==> config.mk <==
export PLATFORM = sky130hd
export DESIGN_NAME = fcs_ctrl
export DESIGN_NICKNAME = d
export VERILOG_FILES = /design/src/fcs_pkg.sv /design/src/fcs_ctrl.sv
export VERILOG_INCLUDE_DIRS = /design/src /design/src/src
export SDC_FILE = /design/constraint.sdc
export NUM_CORES = 1
export LEC_CHECK = 0
export BUFFER_PORTS_ARGS = -buffer_cell sky130_fd_sc_hd__buf_2
export CORE_MARGIN = 2
export CORE_UTILIZATION = 48
export CTS_CLUSTER_DIAMETER = 200
export DETAILED_ROUTE_END_ITERATION = 7
export GPL_TIMING_DRIVEN = 0
export PLACE_DENSITY = 0.76
export SETUP_SLACK_MARGIN = 0.02
export SLEW_MARGIN = 10
export SYNTH_ARGS = -nofsm -noshare
export SYNTH_HDL_FRONTEND = slang
export SYNTH_SLANG_ARGS = --single-unit
==> constraint.sdc <==
create_clock -name clk -period 2.3 [get_ports clk]
set_input_delay 0 -clock clk [delete_from_list [all_inputs] [get_ports clk]]
set_output_delay 0 -clock clk [all_outputs]
set_load 0.02 [all_outputs]
==> src/fcs_params.svh <==
// constants for the flash command sequencing controller
`ifndef FCS_PARAMS_SVH
`define FCS_PARAMS_SVH
`define FCS_ADDR_W      20
`define FCS_DATA_W      16
`define FCS_UNLOCK1     20'h00555
`define FCS_UNLOCK2     20'h002AA
`define FCS_QUERY_ADDR  20'h00055
`define FCS_PROT_OFS    20'h00002
`define FCS_SECT_LSB    12
`define FCS_D_AA        8'hAA
`define FCS_D_55        8'h55
`define FCS_D_ID        8'h90
`define FCS_D_QUERY     8'h98
`define FCS_D_PROG      8'hA0
`define FCS_D_BYPASS    8'h20
`define FCS_D_SETUP     8'h80
`define FCS_D_CHIP      8'h10
`define FCS_D_SECT      8'h30
`define FCS_D_SUSP      8'hB0
`define FCS_D_RESET     8'hF0
`define FCS_D_ZERO      8'h00
`define FCS_POLL_BIT    7
`define FCS_LIMIT_BIT   5
`define FCS_CLK_NS      20
`define FCS_PHASE_NS    60
`define FCS_PHASE_CYC   ((`FCS_PHASE_NS + `FCS_CLK_NS - 1) / `FCS_CLK_NS)
`endif

==> src/fcs_pkg.sv <==
// types for the flash command sequencing controller
package fcs_pkg;
  typedef enum logic [3:0]
  {
    OP_READ     = 4'h0,
    OP_RESET    = 4'h1,
    OP_ID_ENTER = 4'h2,
    OP_QUERY    = 4'h3,
    OP_PROGRAM  = 4'h4,
    OP_BYP_ENT  = 4'h5,
    OP_BYP_PROG = 4'h6,
    OP_BYP_EXIT = 4'h7,
    OP_CHIP_ER  = 4'h8,
    OP_SECT_ER  = 4'h9,
    OP_SUSPEND  = 4'hA,
    OP_RESUME   = 4'hB,
    OP_SECT_ADD = 4'hC
  } fcs_op_e;

  typedef struct packed
  {
    fcs_op_e     op;
    logic [19:0] addr;
    logic [15:0] data;
  } fcs_req_s;

  typedef struct packed
  {
    logic [19:0] addr;
    logic [15:0] data;
    logic        wr;
  } fcs_cyc_s;

  typedef enum logic [2:0]
  {
    ST_IDLE  = 3'h0,
    ST_SETUP = 3'h1,
    ST_WE    = 3'h2,
    ST_HOLD  = 3'h3,
    ST_RD    = 3'h4,
    ST_POLL  = 3'h5
  } fcs_st_e;
endpackage

==> src/fcs_ctrl.sv <==
// host controller issuing command sequences to the parallel flash
`include "fcs_params.svh"
module fcs_ctrl
(
  // clock and reset
  input  wire logic              clk,
  input  wire logic              rst_b,
  // user request
  input  wire logic              req_valid,
  input  wire fcs_pkg::fcs_req_s req,
  output logic                   req_ready,
  // user answer
  output logic                   rsp_valid,
  output logic [15:0]            rsp_data,
  output logic                   rsp_fail,
  // flash pins
  output logic                   ce_b,
  output logic                   we_b,
  output logic                   oe_b,
  output logic [19:0]            addr,
  output logic [15:0]            dq_out,
  output logic                   dq_oe_b,
  input  wire logic [15:0]       dq_in
);
  // ---------------------------------------------
  // sequence tables
  // ---------------------------------------------
  function automatic fcs_pkg::fcs_cyc_s cyc(input logic [19:0] a, input logic [7:0] d);
    cyc = '{addr: a, data: {8'h00, d}, wr: 1'b1};
  endfunction

  function automatic logic [2:0] seq_len(input fcs_pkg::fcs_op_e op);
    case (op)
      fcs_pkg::OP_READ, fcs_pkg::OP_RESET, fcs_pkg::OP_QUERY,
      fcs_pkg::OP_SUSPEND, fcs_pkg::OP_RESUME, fcs_pkg::OP_SECT_ADD: seq_len = 3'd1;
      fcs_pkg::OP_BYP_PROG, fcs_pkg::OP_BYP_EXIT:                  seq_len = 3'd2;
      fcs_pkg::OP_ID_ENTER, fcs_pkg::OP_BYP_ENT:                   seq_len = 3'd3;
      fcs_pkg::OP_PROGRAM:                                          seq_len = 3'd4;
      default:                                                      seq_len = 3'd6;
    endcase
  endfunction

  function automatic fcs_pkg::fcs_cyc_s seq_cyc(input fcs_pkg::fcs_req_s r, input logic [2:0] i);
    logic [19:0] sa;
    sa = {r.addr[19:`FCS_SECT_LSB], 12'h000};
    seq_cyc = cyc(`FCS_UNLOCK1, `FCS_D_AA);
    if (i == 3'd1)
      seq_cyc = cyc(`FCS_UNLOCK2, `FCS_D_55);
    case (r.op)
      fcs_pkg::OP_READ:     seq_cyc = '{addr: r.addr, data: 16'h0000, wr: 1'b0};
      fcs_pkg::OP_RESET:    seq_cyc = cyc(20'h00000, `FCS_D_RESET);
      fcs_pkg::OP_QUERY:    seq_cyc = cyc(`FCS_QUERY_ADDR, `FCS_D_QUERY);
      fcs_pkg::OP_SUSPEND:  seq_cyc = cyc(20'h00000, `FCS_D_SUSP);
      fcs_pkg::OP_RESUME:   seq_cyc = cyc(20'h00000, `FCS_D_SECT);
      fcs_pkg::OP_SECT_ADD: seq_cyc = cyc(sa, `FCS_D_SECT);
      fcs_pkg::OP_ID_ENTER: if (i == 3'd2) seq_cyc = cyc(`FCS_UNLOCK1, `FCS_D_ID);
      fcs_pkg::OP_BYP_ENT:  if (i == 3'd2) seq_cyc = cyc(`FCS_UNLOCK1, `FCS_D_BYPASS);
      fcs_pkg::OP_BYP_EXIT: seq_cyc = cyc(20'h00000, (i == 3'd0) ? `FCS_D_ID : `FCS_D_ZERO);
      fcs_pkg::OP_BYP_PROG:
        seq_cyc = (i == 3'd0) ? cyc(20'h00000, `FCS_D_PROG)
                              : '{addr: r.addr, data: r.data, wr: 1'b1};
      fcs_pkg::OP_PROGRAM:
        if (i == 3'd2)
          seq_cyc = cyc(`FCS_UNLOCK1, `FCS_D_PROG);
        else if (i == 3'd3)
          seq_cyc = '{addr: r.addr, data: r.data, wr: 1'b1};
      default:
        if (i == 3'd2)
          seq_cyc = cyc(`FCS_UNLOCK1, `FCS_D_SETUP);
        else if (i == 3'd3)
          seq_cyc = cyc(`FCS_UNLOCK1, `FCS_D_AA);
        else if (i == 3'd4)
          seq_cyc = cyc(`FCS_UNLOCK2, `FCS_D_55);
        else if (i == 3'd5)
          seq_cyc = (r.op == fcs_pkg::OP_CHIP_ER) ? cyc(`FCS_UNLOCK1, `FCS_D_CHIP)
                                                  : cyc(sa, `FCS_D_SECT);
    endcase
  endfunction

  // ---------------------------------------------
  // state
  // ---------------------------------------------
  fcs_pkg::fcs_st_e  st_q, st_d;
  fcs_pkg::fcs_req_s req_q;
  logic [2:0]        idx_q;
  logic [2:0]        len_q;
  logic [1:0]        cnt_q;
  logic [15:0]       rdat_q;
  logic              rvld_q;
  logic              fail_q;
  logic              polls_q;
  fcs_pkg::fcs_cyc_s cur_c;

  wire take       = req_valid && (st_q == fcs_pkg::ST_IDLE);
  wire phase_done = (cnt_q == 2'(`FCS_PHASE_CYC - 1));
  wire last_cyc   = (idx_q == len_q - 3'd1);
  wire poll_op    = (req_q.op == fcs_pkg::OP_PROGRAM) || (req_q.op == fcs_pkg::OP_BYP_PROG) ||
                    (req_q.op == fcs_pkg::OP_CHIP_ER) || (req_q.op == fcs_pkg::OP_SECT_ER);
  wire erase_op   = (req_q.op == fcs_pkg::OP_CHIP_ER) || (req_q.op == fcs_pkg::OP_SECT_ER);
  wire poll_want  = erase_op ? 1'b1 : req_q.data[`FCS_POLL_BIT];
  wire poll_ok    = dq_in[`FCS_POLL_BIT] == poll_want;
  wire poll_lim   = dq_in[`FCS_LIMIT_BIT];
  wire read_gap   = (st_q == fcs_pkg::ST_POLL) && phase_done;

  assign cur_c     = seq_cyc(req_q, idx_q);
  assign req_ready = (st_q == fcs_pkg::ST_IDLE);
  assign rsp_valid = rvld_q;
  assign rsp_data  = rdat_q;
  assign rsp_fail  = fail_q;

  // ---------------------------------------------
  // sequencer
  // ---------------------------------------------
  always_comb
  begin
    st_d = st_q;
    case (st_q)
      fcs_pkg::ST_IDLE:  if (req_valid) st_d = fcs_pkg::ST_SETUP;
      fcs_pkg::ST_SETUP: if (phase_done) st_d = cur_c.wr ? fcs_pkg::ST_WE : fcs_pkg::ST_RD;
      fcs_pkg::ST_WE:    if (phase_done) st_d = fcs_pkg::ST_HOLD;
      fcs_pkg::ST_HOLD:
        if (phase_done)
          st_d = !last_cyc ? fcs_pkg::ST_SETUP : (poll_op ? fcs_pkg::ST_POLL : fcs_pkg::ST_IDLE);
      fcs_pkg::ST_RD:    if (phase_done) st_d = fcs_pkg::ST_IDLE;
      fcs_pkg::ST_POLL:  if (phase_done && (poll_ok || poll_lim)) st_d = fcs_pkg::ST_RD;
      default:           st_d = fcs_pkg::ST_IDLE;
    endcase
  end

  always_ff @(posedge clk or negedge rst_b)
  begin
    if (!rst_b)
    begin
      st_q   <= fcs_pkg::ST_IDLE;
      req_q  <= '0;
      idx_q  <= 3'd0;
      len_q  <= 3'd1;
      cnt_q  <= 2'd0;
      rdat_q <= 16'h0000;
      rvld_q <= 1'b0;
      fail_q <= 1'b0;
      polls_q <= 1'b0;
    end
    else
    begin
      st_q   <= st_d;
      rvld_q <= 1'b0;
      cnt_q  <= (st_q == fcs_pkg::ST_IDLE || phase_done) ? 2'd0 : cnt_q + 2'd1;
      if (take)
      begin
        req_q  <= req;
        len_q  <= seq_len(req.op);
        idx_q  <= 3'd0;
        fail_q <= 1'b0;
        polls_q <= 1'b0;
      end
      if (st_q == fcs_pkg::ST_HOLD && phase_done)
        idx_q <= idx_q + 3'd1;
      if (st_q == fcs_pkg::ST_RD && phase_done)
      begin
        rdat_q <= dq_in;
        rvld_q <= 1'b1;
        if (polls_q)
          fail_q <= !poll_ok;
      end
      if (st_q == fcs_pkg::ST_POLL && phase_done && (poll_ok || poll_lim))
        polls_q <= 1'b1;
    end
  end

  // ---------------------------------------------
  // flash pins
  // ---------------------------------------------
  always_ff @(posedge clk or negedge rst_b)
  begin
    if (!rst_b)
    begin
      ce_b    <= 1'b1;
      we_b    <= 1'b1;
      oe_b    <= 1'b1;
      addr    <= 20'h00000;
      dq_out  <= 16'h0000;
      dq_oe_b <= 1'b1;
    end
    else
    begin
      ce_b    <= (st_d == fcs_pkg::ST_IDLE);
      we_b    <= (st_d != fcs_pkg::ST_WE);
      oe_b    <= !(st_d == fcs_pkg::ST_RD || st_d == fcs_pkg::ST_POLL) || read_gap; // gap between status reads
      dq_oe_b <= !(st_d == fcs_pkg::ST_SETUP || st_d == fcs_pkg::ST_WE || st_d == fcs_pkg::ST_HOLD) || !cur_c.wr;
      addr    <= (st_d == fcs_pkg::ST_POLL || st_d == fcs_pkg::ST_RD) ? req_q.addr : cur_c.addr;
      dq_out  <= cur_c.data;
    end
  end

  // ---------------------------------------------
  // checks
  // ---------------------------------------------
  property p_we_oe_excl;
    @(posedge clk) disable iff (!rst_b) !(!we_b && !oe_b);
  endproperty
  a_we_oe_excl: assert property (p_we_oe_excl) else $error("write and read strobes together");

  property p_data_while_we;
    @(posedge clk) disable iff (!rst_b) $fell(we_b) |-> !dq_oe_b ##1 !dq_oe_b [*2] ##1 $rose(we_b) && !dq_oe_b;
  endproperty
  a_data_while_we: assert property (p_data_while_we) else $error("data not held across write strobe");

  property p_upper_zero;
    @(posedge clk) disable iff (!rst_b)
      (!we_b && req_q.op != fcs_pkg::OP_PROGRAM && req_q.op != fcs_pkg::OP_BYP_PROG) |-> dq_out[15:8] == 8'h00;
  endproperty
  a_upper_zero: assert property (p_upper_zero) else $error("upper byte set on command cycle");

  property p_poll_addr;
    @(posedge clk) disable iff (!rst_b) (st_q == fcs_pkg::ST_POLL && !oe_b) |-> addr == req_q.addr;
  endproperty
  a_poll_addr: assert property (p_poll_addr) else $error("poll at wrong address");

  property p_reset_cyc;
    @(posedge clk) disable iff (!rst_b)
      (!we_b && req_q.op == fcs_pkg::OP_RESET) |-> dq_out[7:0] == `FCS_D_RESET;
  endproperty
  a_reset_cyc: assert property (p_reset_cyc) else $error("reset code wrong");

  property p_id_third;
    @(posedge clk) disable iff (!rst_b)
      (!we_b && req_q.op == fcs_pkg::OP_ID_ENTER && idx_q == 3'd2) |-> dq_out[7:0] == `FCS_D_ID && addr == `FCS_UNLOCK1;
  endproperty
  a_id_third: assert property (p_id_third) else $error("id entry third cycle wrong");

  property p_poll_after_last;
    @(posedge clk) disable iff (!rst_b)
      (st_q == fcs_pkg::ST_HOLD && phase_done && last_cyc && poll_op) |=> ##[1:2] !oe_b;
  endproperty
  a_poll_after_last: assert property (p_poll_after_last) else $error("polling read not started");

  property p_done_poll;
    @(posedge clk) disable iff (!rst_b) (rvld_q && polls_q && !fail_q) |-> rdat_q[`FCS_POLL_BIT] == poll_want;
  endproperty
  a_done_poll: assert property (p_done_poll) else $error("done without true polling bit");

  property p_reread;
    @(posedge clk) disable iff (!rst_b)
      (st_q == fcs_pkg::ST_POLL && phase_done && (poll_ok || poll_lim)) |=> oe_b ##1 !oe_b ##2 rvld_q;
  endproperty
  a_reread: assert property (p_reread) else $error("no fresh read after status");
endmodule

==> impl_metrics.prom <==
# TYPE chip_impl_metric gauge
chip_impl_metric{name="worstPathMaxFanout",unit=""} 10
chip_impl_metric{name="post_synth_instance_area",unit="sq um"} 4920
chip_impl_metric{name="max_clock_freq",unit="MHz"} 445
chip_impl_info{name="crit-reg2reg-capture",value="addr[2]$_DFF_PN0_"} 1
chip_impl_info{name="run_status",value="finished, final reports clean"} 1
chip_impl_metric{name="final_max_slew_viol_count",unit=""} 0
chip_impl_metric{name="layout.cells.non_filler",unit=""} 822
chip_impl_metric{name="dieHeight",unit="um"} 105
chip_impl_metric{name="final-setup-viol-count",unit=""} 0
chip_impl_metric{name="num-nets-final",unit=""} 750
chip_impl_metric{name="synth_enable_flop_cells",unit=""} 0
chip_impl_metric{name="globalRouteMet3Util",unit="%"} 3.59
chip_impl_metric{name="leakage",unit="uW"} 0.00346
chip_impl_metric{name="antenna_left",unit=""} 0
chip_impl_metric{name="finalWirelength",unit="um"} 13300
chip_impl_metric{name="clock_power_share",unit="%"} 13.1
chip_impl_metric{name="power_density",unit="nW/um^2"} 1220
chip_impl_metric{name="worstMarginPinSlew",unit="ns"} 0.616
chip_impl_metric{name="final_layout_size_suffix_gt1_share",unit="%"} 30.9
chip_impl_metric{name="dpl.hpwl",unit="um"} 8350
chip_impl_metric{name="place.gp.congestion",unit=""} 0.924
chip_impl_metric{name="reg2reg_setup_slack",unit="ns"} 0.05
chip_impl_metric{name="dieWidth",unit="um"} 105
chip_impl_metric{name="synth-seq-cells",unit=""} 110
chip_impl_metric{name="post-route-min-period",unit="ns"} 2.25
chip_impl_metric{name="timing.final.crit_share",unit="%"} 97.6
chip_impl_metric{name="tns",unit="ns"} 0
chip_impl_metric{name="p_sw_share",unit="%"} 41.3
chip_impl_metric{name="io_pins",unit=""} 118
chip_impl_metric{name="final_core_util",unit="%"} 67.7
chip_impl_metric{name="placedCellCount",unit=""} 734
chip_impl_metric{name="grtUsageMet1",unit="%"} 29.2
chip_impl_info{name="grt_setup_unrepaired",value="true"} 1
chip_impl_metric{name="coreArea",unit="sq um"} 9860
chip_impl_metric{name="combinationalPowerShare",unit="%"} 49.3
chip_impl_metric{name="synthDominantCellAreaShare",unit="%"} 53.4
chip_impl_metric{name="netlist_instances",unit=""} 483
chip_impl_metric{name="intPower",unit="uW"} 4790
chip_impl_metric{name="first_global_vias",unit=""} 4205
chip_impl_info{name="timing.hold.worst.class",value="in2async"} 1
chip_impl_metric{name="hold_viol_final",unit=""} 0
chip_impl_metric{name="clock_path_buffers",unit=""} 2
chip_impl_metric{name="global_routing_usage_summed_across_all_routing_layers",unit="%"} 23.5
chip_impl_metric{name="synth_sequential_area_ratio",unit="%"} 56.1
chip_impl_metric{name="finClkSkew",unit="ns"} 0.0124
chip_impl_metric{name="grt_first_pass_wirelength",unit="um"} 20500
chip_impl_metric{name="slew_headroom",unit="%"} 58.5
chip_impl_metric{name="drt_first_iter_violations",unit=""} 244
chip_impl_metric{name="n_antenna_cell",unit=""} 0
chip_impl_info{name="worst_setup_path_start_kind",value="flop"} 1
chip_impl_metric{name="timing.max_cap.violations",unit=""} 0
chip_impl_metric{name="grt_antenna_before_repair",unit=""} 0
chip_impl_info{name="root_cell_of_the_clock_tree",value="clkbuf_8"} 1
chip_impl_info{name="setup.worst_path.end_class",value="flop"} 1
chip_impl_metric{name="cts.reportedPaths.clkPinSlew",unit="ns"} 0.10
chip_impl_metric{name="synth_area_per_cell",unit="sq um"} 10.2
chip_impl_metric{name="clock_sink_count",unit=""} 110
chip_impl_metric{name="area_delta_synth_final",unit="%"} 35.8
chip_impl_metric{name="fp.dieArea",unit="sq um"} 11100
chip_impl_info{name="synth_largest_area_cell",value="dfrtp_1"} 1
chip_impl_metric{name="cts_max_level",unit=""} 3
chip_impl_metric{name="maximum_number_of_pins_on_one_net_before_global_route_repair",unit=""} 93
chip_impl_metric{name="yosys_warnings",unit=""} 0
chip_impl_metric{name="yosys.cell_types.count",unit=""} 54
chip_impl_metric{name="num-fill-cells",unit=""} 755
chip_impl_metric{name="synthArstFlopShare",unit="%"} 100
chip_impl_metric{name="cts_buffers",unit=""} 9
chip_impl_info{name="crit_path_start",value="idx_q[1]$_DFFE_PN0P_"} 1
chip_impl_metric{name="seqPwrFrac",unit="%"} 37.5
chip_impl_metric{name="routed_wire_length_per_instance",unit="um"} 16.2
chip_impl_metric{name="worst_ep_arrival_time",unit="ns"} 2.51
chip_impl_metric{name="cp_data_required_time",unit="ns"} 2.56
chip_impl_info{name="globalRoute.busiestLayer",value="met2"} 1
chip_impl_metric{name="portBuffers",unit=""} 117
chip_impl_metric{name="clk_latency",unit="ns"} 0.37
chip_impl_info{name="r2r-start",value="idx_q[1]$_DFFE_PN0P_"} 1
chip_impl_metric{name="vdd_ir_drop_max",unit="mV"} 0.605
chip_impl_info{name="yosys-top-cells-area",value="dfrtp_1 53%, nand2_1 10%, mux2_2 3.7%, dfstp_2 2.7%, nor2b_1 1.9%"} 1
chip_impl_metric{name="starting_density",unit="%"} 49.9
chip_impl_metric{name="global_route.overflow_total",unit=""} 0
chip_impl_metric{name="total_switching_power",unit="uW"} 3370
chip_impl_info{name="predominant_post_synthesis_flop_cell",value="dfrtp_1"} 1
chip_impl_metric{name="groute.layer.met2.usage",unit="%"} 40.8
chip_impl_metric{name="route.vias.total",unit=""} 4316
chip_impl_info{name="cts_tree",value="yes"} 1
chip_impl_metric{name="synth_nets",unit=""} 549
chip_impl_metric{name="timing.reg2reg.worst_path_depth",unit=""} 9
chip_impl_info{name="worst_setup_path_class",value="reg2reg"} 1
chip_impl_metric{name="placement_rows",unit=""} 36
chip_impl_metric{name="total_iterations_of_the_first_detailed_routing_run",unit=""} 4
chip_impl_info{name="timing.critical_path.to",value="addr[2]$_DFF_PN0_"} 1
chip_impl_metric{name="detail_route.drc_violations",unit=""} 0
chip_impl_metric{name="detail_route.vias_per_cell",unit=""} 5.25
==> logic make-up after synthesis <==
| family | synth area share [%] |
|---|---|
| AOI/OAI and AO/OA | 13.0 |
| buffers and inverters | 3.03 |
| adders and majority gates | 1.78 |
| and+or+nand+nor | 21.4 |
| muxes | 3.87 |
| xor gates and xnor gates | 0.814 |
| DFF | 56.1 |
==> layout by cell type (no fill, tap or decap), drive strengths merged, types with 3 or more instances in the layout <==
cell type	netlist	final
ha	7	7
buf	13	148
dlygate4sd3	0	57
and2	10	10
o21ai	18	18
nand2	131	131
dfstp	5	5
mux2	16	16
a21o	11	11
dfrtp	105	105
o21a	10	10
o31ai	3	3
nor3	11	11
nor2b	15	15
o22ai	5	5
or3b	3	3
clkbuf	9	19
a31oi	3	3
nand2b	11	11
a211oi	8	8
nor3b	5	5
nor2	15	15
nand3	9	9
a21oi	15	15
a211o	3	3
inv	12	13
==> final cells by class <==
type / count / area, sq um / share of cell area (%)
clock buffer: 12 / 145 / 2.17
sequential: 110 / 2760 / 41.3
inverter: 12 / 45.0 / 0.674
multi-input combinational: 339 / 2100 / 31.4
timing repair buffer: 191 / 1320 / 19.8
buffer: 21 / 115 / 1.72
tap: 133 / 166 / 2.49
clock inverter: 4 / 30.0 / 0.449
==> metrics by stage <==
| step | power [uW] | worst slack (ns) | cell area [sq um] | hold WS [ns] |
|---|---|---|---|---|
| after floorplan | 5500 | 0.0950 | 4920 | -0.296 |
| after global placement | 6440 | -0.397 | 5670 | 0.190 |
| after detailed placement | 6530 | -0.403 | 5710 | -0.151 |
| after CTS | 7790 | 0.0211 | 6520 | 0.00277 |
| after global routing | 8670 | -0.0516 | 6680 | 0.0455 |
| final | 8160 | 0.0545 | 6680 | 0.0350 |
==> cell usage after synthesis, types with 2 or more instances <==
cell type,count
a211o_1,3
nand2b_1,11
nor3_1,11
inv_1,12
a21o_1,11
a211oi_2,3
a21oi_1,14
clkbuf_1,9
xor2_1,2
and2_1,10
nand3_1,9
o2111ai_1,2
or3_1,2
mux2_2,16
o22ai_1,4
nor2_1,14
or3b_1,3
dfrtp_1,105
buf_2,11
a31oi_1,2
a221oi_1,2
ha_1,7
a211oi_1,5
nor3b_1,4
buf_4,2
o21a_1,10
o211ai_1,2
or2_2,2
nor2b_1,15
o31ai_1,3
o21ai_0,18
nand2_1,131
nand4_1,2
nand3b_1,2
dfstp_2,5
==> flip-flops by register name, summed over array words and instances (netlist names) <==
name	flops
dq_oe_b	1
oe_b	1
rsp_fail	1
rsp_valid	1
cnt_q	2
req_q	40
len_q	3
idx_q	3
dq_out	16
we_b	1
polls_q	1
ce_b	1
rsp_data	16
st_q	3
addr	20
==> critical path, stage by stage, from the launching register on <==
cell and delay [ns]:
dfrtp_2 0.45, ha_2 0.20, ha_4 0.17, buf_8 0.14
nor4b_4 0.35, a211oi_2 0.07, a211oi_2 0.20, buf_4 0.17
nand4_1 0.20, o21a_1 0.18
==> what timing repair did <==
action / CTS / global route
buffers inserted: 5 / 11
pin swaps: 2 / 4
endpoints found under the hold margin: 165 / 0
endpoints found under the setup margin: 32 / 63
hold buffers: 57 / 0
resized for setup: 9 / 16
==> power groups by stage <==
stage / clock (uW) / sequential [uW] / combinational, uW
2_1_floorplan: 0 / 3310 / 2180
3_3_place_gp: 0 / 3060 / 3380
3_5_place_dp: 0 / 3090 / 3440
4_1_cts: 1100 / 3040 / 3660
5_1_grt: 1170 / 3130 / 4360
6_report: 1070 / 3060 / 4030
==> how the worst min path moves through the flow <==
stage / slack [ns] / endpoint / startpoint
after detailed placement: -0.15 / req_q[8]$_DFFE_PN0P_ / rst_b
after global routing: 0.05 / req_q[21]$_DFFE_PN0P_ / rst_b
final: 0.04 / req_q[21]$_DFFE_PN0P_ / rst_b
after floorplan: -0.30 / addr[0]$_DFF_PN0_ / rst_b
after global placement: 0.19 / req_q[21]$_DFFE_PN0P_ / req[21]
after CTS: 0.003 / req_q[8]$_DFFE_PN0P_ / rst_b
==> routing by layer <==
| metal | part of all wire, % | up-vias |
|---|---|---|
| met2 | 52 | 148 |
| li1 | - | 2039 |
| met1 | 41 | 2100 |
| met5 | 0 | - |
| met4 | 2.3 | 0 |
| met3 | 4.7 | 29 |
(Power assumes the default switching activity.)
